## config.mk

```make
export PLATFORM = sky130hd
export DESIGN_NAME = dbm_status
export DESIGN_NICKNAME = d
export VERILOG_FILES = /design/src/dbm_pkg.sv /design/src/dbm_status.sv
export SDC_FILE = /design/constraint.sdc
export NUM_CORES = 1
export LEC_CHECK = 0
export BUFFER_PORTS_ARGS = -buffer_cell sky130_fd_sc_hd__buf_2
export CAP_MARGIN = 40
export CORE_ASPECT_RATIO = 1.5
export CORE_MARGIN = 4
export CORE_UTILIZATION = 55
export DETAILED_ROUTE_END_ITERATION = 10
export PLACE_DENSITY = 0.82
export SKIP_CTS_REPAIR_TIMING = 1
export SLEW_MARGIN = 20
export SYNTH_ARGS = -nofsm -noshare
export SYNTH_HDL_FRONTEND = slang
export SYNTH_SLANG_ARGS = --single-unit
```

## constraint.sdc

```tcl
create_clock -name mclk_i -period 7.8 [get_ports mclk_i]
set_input_delay 1.17 -clock mclk_i [delete_from_list [all_inputs] [get_ports mclk_i]]
set_output_delay 1.17 -clock mclk_i [all_outputs]
set_load 0.01 [all_outputs]
```

## src/dbm_pkg.sv

```systemverilog
// Purpose: constants for the dma buffer manager status and statistics block
// Assumes: axi4-lite register access, 200 MHz mclk_i
// Notes:   register offsets are byte addresses
// Functional notes
// - count transmitted packets, 16 bits, wrapping
// - count packets dropped on busy bus
// - dropped packet still retires its descriptor
// - count consumed descriptors, 16 bits, wrapping
// - count consumed descriptor lists, 16 bits, wrapping
// - count loaded descriptors, 16 bits, wrapping
// - count loaded descriptor lists, 16 bits, wrapping
// - report engine state: align, header, fill
// - flag data waiting without any descriptor
// - flag video dropped while aligning
// - flag descriptor dropped while aligning
// - flag data fifo read while empty
// - flag data fifo write while full
// - flush buffered data after idle timeout
// - flag that a timeout flush happened
// - show two-position switch in bits 1..0
// - show boot bank switch in bits 7..4
// - show three straps in bits 14..12
// - one descriptor moves one contiguous chunk
// - control bit turns flush timer off
package dbm_pkg;

  // ==========================================================
  // register map
  localparam logic [7:0] BOARD_SWITCH_READBACK_OFS   = 8'h00;
  localparam logic [7:0] PACKET_SENT_DROP_COUNT_OFS  = 8'h04;
  localparam logic [7:0] CONSUMED_DESCRIPTOR_CNT_OFS = 8'h08;
  localparam logic [7:0] CONSUMED_LIST_COUNT_OFS     = 8'h0c;
  localparam logic [7:0] PACKET_ENGINE_STATUS_OFS    = 8'h10;
  localparam logic [7:0] LOADED_DESCRIPTOR_CNT_OFS   = 8'h14;
  localparam logic [7:0] LOADED_LIST_COUNT_OFS       = 8'h18;
  localparam logic [7:0] PACKET_ENGINE_CTRL_OFS      = 8'h1c;

  // ==========================================================
  // field positions
  localparam int SWITCH_LSB         = 0;
  localparam int BOOT_BANK_LSB      = 4;
  localparam int STRAP_LSB          = 12;
  localparam int DROP_CNT_LSB       = 16;
  localparam int NO_DESC_BIT        = 8;
  localparam int VIDEO_DROP_BIT     = 9;
  localparam int DESC_DROP_BIT      = 10;
  localparam int RD_EMPTY_BIT       = 13;
  localparam int WR_FULL_BIT        = 14;
  localparam int FORCED_FLUSH_BIT   = 16;
  localparam int FLUSH_TIMER_OFF_BIT = 30;

  // ==========================================================
  // reset values and responses
  localparam logic [15:0] COUNT_RST  = 16'h0000;
  localparam logic [1:0]  RESP_OKAY  = 2'b00;
  localparam logic [1:0]  RESP_SLVERR = 2'b10;

  // ==========================================================
  // timing
  localparam int CLK_MHZ          = 200;
  localparam int FLUSH_TIMEOUT_NS = 1000;
  localparam int FLUSH_TIMEOUT_CYC = (FLUSH_TIMEOUT_NS * CLK_MHZ) / 1000;

  // engine state encoding as reported to software
  localparam logic [1:0] ST_ALIGN_CODE  = 2'b00;
  localparam logic [1:0] ST_HEADER_CODE = 2'b01;
  localparam logic [1:0] ST_FILL_CODE   = 2'b10;

  typedef enum logic [1:0] {align_state, header_build_state, payload_fill_state} dbm_state_e;

endpackage : dbm_pkg

```

## src/dbm_status.sv

```systemverilog
// Purpose: packet engine, statistics counters and status readback over axi4-lite
// Assumes: all event inputs are one-cycle pulses synchronous to mclk_i
// Notes:   the data fifo itself lives outside; only its fill level is tracked here
//
// Our own choices: register access over AXI4-Lite and the address map.
`timescale 1ns/1ps
module dbm_status #(
  parameter int FIFO_DEPTH = 64,                                 // data fifo words
  parameter int PKT_WORDS  = 32,                                 // largest packet, words
  parameter int FLUSH_CYC  = dbm_pkg::FLUSH_TIMEOUT_CYC          // idle cycles to flush
) (
  input  wire logic        mclk_i,                // 200 MHz clock
  input  wire logic        rst_i,                 // sync reset, active high
  // axi4-lite slave
  input  wire logic [7:0]  s_axi_awaddr_i,        // write address
  input  wire logic        s_axi_awvalid_i,       // write address valid
  output logic             s_axi_awready_o,       // write address ready
  input  wire logic [31:0] s_axi_wdata_i,         // write data
  input  wire logic [3:0]  s_axi_wstrb_i,         // write strobes
  input  wire logic        s_axi_wvalid_i,        // write data valid
  output logic             s_axi_wready_o,        // write data ready
  output logic [1:0]       s_axi_bresp_o,         // write response
  output logic             s_axi_bvalid_o,        // write response valid
  input  wire logic        s_axi_bready_i,        // write response ready
  input  wire logic [7:0]  s_axi_araddr_i,        // read address
  input  wire logic        s_axi_arvalid_i,       // read address valid
  output logic             s_axi_arready_o,       // read address ready
  output logic [31:0]      s_axi_rdata_o,         // read data
  output logic [1:0]       s_axi_rresp_o,         // read response
  output logic             s_axi_rvalid_o,        // read data valid
  input  wire logic        s_axi_rready_i,        // read data ready
  // board inputs
  input  wire logic [1:0]  board_switch_value_i,  // general switch
  input  wire logic [3:0]  boot_bank_switch_i,    // boot bank switch
  input  wire logic [2:0]  board_strap_value_i,   // board straps
  // descriptor fetch side
  input  wire logic        desc_loaded_i,         // descriptor loaded into cache
  input  wire logic        list_loaded_i,         // descriptor list loaded
  input  wire logic        desc_valid_i,          // cached descriptor available (level)
  input  wire logic        desc_last_i,           // head descriptor ends its list (level)
  input  wire logic        desc_stale_i,          // head descriptor out of step (level)
  // video side
  input  wire logic        video_valid_i,         // video word offered
  input  wire logic        video_sof_i,           // word starts a frame
  input  wire logic        pcie_busy_i,           // pcie transmit busy
  // engine outputs
  output logic             fifo_wr_o,             // write word into data fifo
  output logic             fifo_rd_o,             // read word from data fifo
  output logic             pkt_xmit_o,            // packet handed to pcie
  output logic             desc_retire_o,         // head descriptor retired
  output dbm_pkg::dbm_state_e state_o             // engine state
);
  import dbm_pkg::*;

  localparam int LW = $clog2(FIFO_DEPTH + 1);
  localparam int TW = $clog2(FLUSH_CYC + 1);
  localparam logic [LW-1:0] DEPTH_L = LW'(FIFO_DEPTH);
  localparam logic [LW-1:0] PKT_L   = LW'(PKT_WORDS);
  localparam logic [TW-1:0] FLUSH_L = TW'(FLUSH_CYC);

  // ==========================================================
  // registers
  dbm_state_e  state_r;
  logic [LW-1:0] level_r;
  logic [LW-1:0] remain_r;
  logic [TW-1:0] idle_r;
  logic        aligned_r;
  logic [15:0] sent_r, drop_r, used_desc_r, used_list_r, load_desc_r, load_list_r;
  logic        no_desc_r, video_drop_r, desc_drop_r, rd_empty_r, wr_full_r, flush_flag_r;
  logic        flush_timer_off_r;
  logic        aw_got_r, w_got_r;
  logic [7:0]  waddr_r;
  logic [31:0] wdata_r;
  logic [3:0]  wstrb_r;

  // ==========================================================
  // decode helpers
  function automatic logic addr_mapped(input logic [7:0] a);
    addr_mapped = (a[1:0] == 2'b00) && (a <= PACKET_ENGINE_CTRL_OFS);
  endfunction : addr_mapped

  // ==========================================================
  // data path into the fifo and engine events
  logic wr_req, wr_ok, rd_req, rd_ok, flush_due, pkt_end;
  logic do_write, clr_full, clr_flush;

  // video is stored from the aligning start-of-frame word on; while aligning other words are discarded
  assign wr_req   = video_valid_i && (aligned_r || (video_sof_i && desc_valid_i
                    && !desc_stale_i));
  assign wr_ok    = wr_req && (level_r != DEPTH_L);
  assign rd_req   = (state_r == payload_fill_state) && (remain_r != '0);
  assign rd_ok    = rd_req && (level_r != '0);
  assign pkt_end  = (state_r == payload_fill_state) && (remain_r == LW'(1));
  assign flush_due = (idle_r == FLUSH_L) && !flush_timer_off_r;

  // the host moves its head one edge after a retire pulse, so in that
  // cycle the head it shows is spent: neither sent to nor retired again
  logic head_spent;
  assign head_spent = desc_retire_o;

  // ==========================================================
  // fifo level
  always_ff @(posedge mclk_i)
  begin
    if (rst_i)
      level_r <= '0;
    else
      level_r <= level_r + LW'(wr_ok) - LW'(rd_ok);
  end

  // idle timer: runs in align_state while data sits in the fifo with nothing new arriving
  always_ff @(posedge mclk_i)
  begin
    if (rst_i || wr_ok || level_r == '0 || state_r != align_state)
      idle_r <= '0;
    else if (idle_r != FLUSH_L)
      idle_r <= idle_r + TW'(1);
  end

  // ==========================================================
  // packet engine
  always_ff @(posedge mclk_i)
  begin
    if (rst_i)
    begin
      state_r   <= align_state;
      aligned_r <= 1'b0;
      remain_r  <= '0;
    end
    else
    begin
      unique case (state_r)
        align_state:
        begin
          if (video_valid_i && video_sof_i && desc_valid_i && !desc_stale_i)
            aligned_r <= 1'b1;
          // full packet ready, or idle data forced out by the timer
          if (desc_valid_i && !desc_stale_i && !head_spent && level_r != '0
              && (level_r >= PKT_L || flush_due))
          begin
            state_r  <= header_build_state;
            remain_r <= (level_r >= PKT_L) ? PKT_L : level_r;
          end
        end
        header_build_state:
          state_r <= payload_fill_state;
        payload_fill_state:
        begin
          if (rd_req)
            remain_r <= remain_r - LW'(1);
          if (pkt_end)
            state_r <= align_state;
        end
      endcase
    end
  end

  always_ff @(posedge mclk_i)
  begin
    if (rst_i)
    begin
      fifo_wr_o     <= 1'b0;
      fifo_rd_o     <= 1'b0;
      pkt_xmit_o    <= 1'b0;
      desc_retire_o <= 1'b0;
      state_o       <= align_state;
    end
    else
    begin
      fifo_wr_o  <= wr_ok;
      fifo_rd_o  <= rd_ok;
      pkt_xmit_o <= pkt_end && !pcie_busy_i;
      // one descriptor per packet chunk, retired even when dropped
      desc_retire_o <= pkt_end || (state_r == align_state && desc_valid_i
                                   && desc_stale_i && !head_spent);
      state_o    <= state_r;
    end
  end

  // ==========================================================
  // statistics counters, all wrap at all ones
  always_ff @(posedge mclk_i)
  begin
    if (rst_i)
    begin
      sent_r      <= COUNT_RST;
      drop_r      <= COUNT_RST;
      used_desc_r <= COUNT_RST;
      used_list_r <= COUNT_RST;
      load_desc_r <= COUNT_RST;
      load_list_r <= COUNT_RST;
    end
    else
    begin
      if (pkt_end && !pcie_busy_i)
        sent_r <= sent_r + 16'h0001;
      if (pkt_end && pcie_busy_i)
        drop_r <= drop_r + 16'h0001;
      if (pkt_end)
        used_desc_r <= used_desc_r + 16'h0001;
      if (pkt_end && desc_last_i)
        used_list_r <= used_list_r + 16'h0001;
      if (desc_loaded_i)
        load_desc_r <= load_desc_r + 16'h0001;
      if (list_loaded_i)
        load_list_r <= load_list_r + 16'h0001;
    end
  end

  // ==========================================================
  // sticky status flags; a set in the clearing cycle wins
  always_ff @(posedge mclk_i)
  begin
    if (rst_i)
    begin
      no_desc_r    <= 1'b0;
      video_drop_r <= 1'b0;
      desc_drop_r  <= 1'b0;
      rd_empty_r   <= 1'b0;
      wr_full_r    <= 1'b0;
      flush_flag_r <= 1'b0;
    end
    else
    begin
      if (level_r != '0 && !desc_valid_i)
        no_desc_r <= 1'b1;
      if (state_r == align_state && video_valid_i && !wr_req)
        video_drop_r <= 1'b1;
      if (state_r == align_state && desc_valid_i && desc_stale_i)
        desc_drop_r <= 1'b1;
      if (rd_req && level_r == '0)
        rd_empty_r <= 1'b1;
      if (wr_req && level_r == DEPTH_L)
        wr_full_r <= 1'b1;
      else if (clr_full)
        wr_full_r <= 1'b0;
      if (state_r == align_state && flush_due && desc_valid_i && !desc_stale_i
          && !head_spent && level_r != '0 && level_r < PKT_L)
        flush_flag_r <= 1'b1;
      else if (clr_flush)
        flush_flag_r <= 1'b0;
    end
  end

  // ==========================================================
  // axi4-lite write channel
  // address and data may land in either order; both held until the write fires
  assign do_write  = aw_got_r && w_got_r && !s_axi_bvalid_o;
  assign clr_full  = do_write && waddr_r == PACKET_ENGINE_STATUS_OFS
                     && wstrb_r[1] && wdata_r[WR_FULL_BIT];
  assign clr_flush = do_write && waddr_r == PACKET_ENGINE_STATUS_OFS
                     && wstrb_r[2] && wdata_r[FORCED_FLUSH_BIT];

  always_ff @(posedge mclk_i)
  begin
    if (rst_i)
    begin
      s_axi_awready_o <= 1'b0;
      s_axi_wready_o  <= 1'b0;
      aw_got_r        <= 1'b0;
      w_got_r         <= 1'b0;
      waddr_r         <= '0;
      wdata_r         <= '0;
      wstrb_r         <= '0;
      s_axi_bvalid_o  <= 1'b0;
      s_axi_bresp_o   <= RESP_OKAY;
    end
    else
    begin
      s_axi_awready_o <= s_axi_awvalid_i && !s_axi_awready_o && !aw_got_r;
      s_axi_wready_o  <= s_axi_wvalid_i && !s_axi_wready_o && !w_got_r;
      if (s_axi_awvalid_i && s_axi_awready_o)
      begin
        aw_got_r <= 1'b1;
        waddr_r  <= s_axi_awaddr_i;
      end
      if (s_axi_wvalid_i && s_axi_wready_o)
      begin
        w_got_r <= 1'b1;
        wdata_r <= s_axi_wdata_i;
        wstrb_r <= s_axi_wstrb_i;
      end
      if (do_write)
      begin
        aw_got_r       <= 1'b0;
        w_got_r        <= 1'b0;
        s_axi_bvalid_o <= 1'b1;
        s_axi_bresp_o  <= addr_mapped(waddr_r) ? RESP_OKAY : RESP_SLVERR;
      end
      else if (s_axi_bready_i)
        s_axi_bvalid_o <= 1'b0;
    end
  end

  always_ff @(posedge mclk_i)
  begin
    if (rst_i)
      flush_timer_off_r <= 1'b0;
    else if (do_write && waddr_r == PACKET_ENGINE_CTRL_OFS && wstrb_r[3])
      flush_timer_off_r <= wdata_r[FLUSH_TIMER_OFF_BIT];
  end

  // ==========================================================
  // axi4-lite read channel
  // data is taken at the address handshake; a later flag set shows next read
  logic [31:0] rd_mux;

  always_comb
  begin
    rd_mux = '0;
    unique case (s_axi_araddr_i)
      BOARD_SWITCH_READBACK_OFS:
      begin
        rd_mux[SWITCH_LSB +: 2]    = board_switch_value_i;
        rd_mux[BOOT_BANK_LSB +: 4] = boot_bank_switch_i;
        rd_mux[STRAP_LSB +: 3]     = board_strap_value_i;
      end
      PACKET_SENT_DROP_COUNT_OFS:
        rd_mux = {drop_r, sent_r};
      CONSUMED_DESCRIPTOR_CNT_OFS:
        rd_mux[15:0] = used_desc_r;
      CONSUMED_LIST_COUNT_OFS:
        rd_mux[15:0] = used_list_r;
      PACKET_ENGINE_STATUS_OFS:
      begin
        unique case (state_r)
          align_state:        rd_mux[1:0] = ST_ALIGN_CODE;
          header_build_state: rd_mux[1:0] = ST_HEADER_CODE;
          payload_fill_state: rd_mux[1:0] = ST_FILL_CODE;
        endcase
        rd_mux[NO_DESC_BIT]      = no_desc_r;
        rd_mux[VIDEO_DROP_BIT]   = video_drop_r;
        rd_mux[DESC_DROP_BIT]    = desc_drop_r;
        rd_mux[RD_EMPTY_BIT]     = rd_empty_r;
        rd_mux[WR_FULL_BIT]      = wr_full_r;
        rd_mux[FORCED_FLUSH_BIT] = flush_flag_r;
        // bit 12 left at zero
      end
      LOADED_DESCRIPTOR_CNT_OFS:
        rd_mux[15:0] = load_desc_r;
      LOADED_LIST_COUNT_OFS:
        rd_mux[15:0] = load_list_r;
      PACKET_ENGINE_CTRL_OFS:
        rd_mux[FLUSH_TIMER_OFF_BIT] = flush_timer_off_r;
      default:
        rd_mux = '0;
    endcase
  end

  always_ff @(posedge mclk_i)
  begin
    if (rst_i)
    begin
      s_axi_arready_o <= 1'b0;
      s_axi_rvalid_o  <= 1'b0;
      s_axi_rdata_o   <= '0;
      s_axi_rresp_o   <= RESP_OKAY;
    end
    else
    begin
      s_axi_arready_o <= s_axi_arvalid_i && !s_axi_arready_o && !s_axi_rvalid_o;
      if (s_axi_arvalid_i && s_axi_arready_o)
      begin
        s_axi_rvalid_o <= 1'b1;
        s_axi_rdata_o  <= rd_mux;
        s_axi_rresp_o  <= addr_mapped(s_axi_araddr_i) ? RESP_OKAY : RESP_SLVERR;
      end
      else if (s_axi_rready_i)
        s_axi_rvalid_o <= 1'b0;
    end
  end

endmodule : dbm_status

```

==> out/summary.md <==
The flow ran to the end, and the final reports show no timing, DRC or antenna violations. The number of clock buffers inserted by TritonCTS is 17. In this run the deepest clock path goes through 2 buffers. The first routing iteration left 699 violations. The maximum number of pins on one net before global-route repair came out at 72. The leakage dissipation was 3.69 nW.

The final critical path time including I/O delays and setup works out to 3.37 ns. The number of global-route vias before repair is 8066. For the worst setup path, the data required time is 8.11 ns. The worst hold path belongs to the class flip-flop to flip-flop. Diode insertion count for antenna repair: 0. From left edge to right edge, the die measures 114 um. After routing the design area is 10400 um^2. STA classifies the critical path endpoint as a flip-flop. The tools report the remaining design rule violation count as 0. For the routability-driven placement congestion ratio, the log shows 0.926. The floorplan step defined a die boundary enclosing 19100 um^2. The total number of vias is 8588. The relative slew slack was 48.5%; the all-layer global routing usage was 25.5%. Measured along the y axis, the die boundary spans 167 um. The count of pins over their slew limit was 0; the synthesized instance count was 1099. The clock tree synthesis step divided the H-tree into 4 levels. The final worst-path cycle share was 43.2%; the warning count from the yosys run was 0. The number of buffers inserted by port buffering was 90. The setup total negative slack came out at 0 ns. For the number of clock sinks, the log shows 189. The startpoint kind of the worst setup timing path is a flip-flop. For the number of maximum-capacitance constraint violations, the log shows 0. Once placement completed, the tool counted placed cells totaling 1342. The synthesized design contains 0 enable-type register cells. TritonCTS built the clock tree. The critical path is of the flip-flop to flip-flop type.

After clock tree synthesis, the clock-pin slew on the worst setup and hold paths is 0.07 ns. In this run, distinct cell masters in the synthesized netlist total 68. For the pin with the worst max-slew slack, the measured transition is 0.773 ns.

In this run the cell area of the synthesized design comes to 9300 um^2. Cells fill 62.5% of the core in the end. The wire length per cell after detailed routing was 17.7 um. Summed over all layers, the global routing overflow is 0. For the row count, the log shows 58. Leaving out filler cells and counting taps, the final layout contains 1373. Final hold slack: 0.448 ns. The run gives 0 as the initial antenna violation count.

Summing the sequential cell areas from Yosys gives 40.7% of the chip area. The region available for standard cell placement spans 16700 um^2. The tree is rooted in a clkbuf_16. The number of hold violations in the final report was 0. After detailed placement, the total cell area comes to 9810 um^2. The commonest register cell after synthesis was dfxtp_1.

Once the floorplan was initialized, standard cells occupied 55.7% of the core. The run gives 39600 um as the wire length of the first global-routing pass. The routed design has 24300 um of wire.

The tools report the residual antenna-violating net count after detailed routing as 0. The flop and latch count out of synthesis works out to 189. The tools report the HPWL after detailed placement as 17200 um.

For this design the top-level I/O count stands at 123. The power density over the cells was 205 nW/um^2; the maximum VDD drop was 0.000171 V. The share of final-layout standard cells stronger than drive strength 1 was 13.8%; the proportion of register bits with asynchronous set or reset after synthesis was 0%.

The growth of design area from synthesis to finish is 12.2%, and the number of search-and-repair iterations in the first detailed-routing pass is 7. The run gives 3.68 ns as the critical path arrival. Dividing the detail-routed via count by the number of cells gives 6.25. Averaged over all synthesized cells, the footprint is 8.46 um^2.

Along the worst path, the maximum fanout reaches 22. The later pin in the worst-skew pair is clocked with a latency of 0.43 ns. The run gives 297 MHz as the maximum frequency from static timing analysis.

The number of setup violations in the final report came out at 0. In the final design database the tool counted 1255 nets. Setup repair after global routing left no endpoint under its margin. Between clock sinks in the finished design, the worst skew comes to 0.00972 ns.
## worst paths after layout
check | cells after the start | to | from | slack [ns]
worst max-delay path | 6 | drop_r[15] | state_r[0] | 4.43
worst min-delay path | 2 | waddr_r[7] | waddr_r[7] | 0.45
worst max register to register | 6 | drop_r[15] | state_r[0] | 4.43
worst min register to register | 2 | waddr_r[7] | waddr_r[7] | 0.45
## routing by layer
| layer | up-vias | part of all wire, % | track usage [%] |
|---|---|---|---|
| met5 | - | 0 | 0 |
| li1 | 4119 | - | - |
| met4 | 0 | 5.2 | 13.4 |
| met1 | 4041 | 39 | 30.3 |
| met2 | 351 | 49 | 43.6 |
| met3 | 77 | 6.1 | 4.30 |
## sequential cells by signal, indices dropped and copies added, names as in the netlist, 2 cells and up
| signal | count |
|---|---|
| drop_r | 16 |
| idle_r | 8 |
| level_r | 7 |
| load_desc_r | 16 |
| load_list_r | 16 |
| remain_r | 7 |
| s_axi_rdata_o | 32 |
| sent_r | 16 |
| state_o | 2 |
| state_r | 2 |
| used_desc_r | 16 |
| used_list_r | 16 |
| waddr_r | 8 |
| wdata_r | 3 |
| wstrb_r | 3 |
## per-stage QoR
stage | setup slack [ns] | power, mW
global route | 4.22 | 2.22
CTS | 4.46 | 2.14
detailed placement | 4.35 | 1.27
finish | 4.43 | 2.13
floorplan | 4.75 | 1.20
global placement | 4.36 | 1.26
## cell usage in the layout, fill, tap and decap left out, types with 4 or more instances in the layout
master | netlist | layout
dfxtp_1 | 189 | 189
a22oi_1 | 6 | 6
nor4bb_1 | 4 | 4
a21oi_1 | 93 | 93
nor2b_1 | 11 | 11
a31oi_1 | 8 | 8
nor4b_1 | 8 | 7
o21ai_0 | 47 | 47
nand2_1 | 87 | 87
o32ai_1 | 5 | 5
or4_1 | 21 | 21
and4_1 | 6 | 6
mux2_2 | 18 | 18
nand4_1 | 27 | 27
nand2b_1 | 5 | 5
xor2_1 | 25 | 25
xnor2_1 | 31 | 31
nor4_1 | 23 | 23
nor3_1 | 24 | 24
a211oi_1 | 8 | 8
and3_1 | 16 | 16
ha_1 | 26 | 26
or3b_2 | 4 | 4
buf_2 | 1 | 89
a221oi_1 | 15 | 15
inv_1 | 35 | 35
buf_4 | 3 | 10
nand3_1 | 62 | 62
o41ai_1 | 4 | 4
mux2i_1 | 12 | 12
o31ai_1 | 13 | 13
nand4b_1 | 5 | 5
or3_1 | 33 | 33
clkbuf_16 | 0 | 17
nand3b_1 | 11 | 11
nor2_1 | 98 | 97
a222oi_1 | 5 | 5
## where the power goes
group	internal [mW]	switching, mW	total [mW]
clock network	0.504	0.379	0.883
registers	0.991	0.0251	1.02
logic	0.0896	0.145	0.235
total	1.58	0.549	2.13
## cells by family after synthesis
kind of cell | share of synthesized area (%)
buffers and inverters | 4.66
multiplexers | 3.72
adder cells (fa/ha/maj) | 3.72
flip-flops | 40.7
XOR/XNOR | 5.28
AO/OA/AOI/OAI | 15.4
other | 0.0403
AND/OR/NAND/NOR | 26.5
## synth_stat cells (all sizes together), types with 6 or more instances
cell / instances / area share (%)
a22oi: 6 / 0.48
buf: 20 / 1.3
nand2: 87 / 3.5
inv: 35 / 1.4
nand4: 27 / 1.8
o21ai: 47 / 2.5
or3: 33 / 2.2
nand3: 62 / 3.3
mux2i: 12 / 1.3
xnor2: 31 / 2.9
nor2b: 11 / 0.74
a31oi: 8 / 0.54
dfxtp: 189 / 41
a211oi: 8 / 0.65
ha: 26 / 3.5
and4: 6 / 0.57
nor4b: 8 / 0.75
a21oi: 93 / 5.0
or4: 23 / 1.9
a221oi: 15 / 1.4
mux2: 20 / 2.4
nor2: 98 / 4.0
o31ai: 13 / 1.0
xor2: 25 / 2.4
nand3b: 11 / 0.89
nor3: 24 / 1.3
clkbuf: 49 / 2.0
and3: 16 / 1.1
nor4: 23 / 1.5
## cell type report
cell class              count  area (um^2)
well taps                 210          263
fillers                  1467         6260
flip-flops and latches    189         3780
repair buffers            102          567
multi-input cells         807         5090
clock buffers              17          425
inverters                  35          131
clock inverters            13          168
## worst max-delay path: stages, from the launching register on
cell and delay (ns):
dfxtp_1 0.33, inv_1 0.14, ha_1 0.65, or4b_1 0.79
or4_4 0.71, nor4_1 0.27, mux2_1 0.36
(Power assumes the default switching activity.)
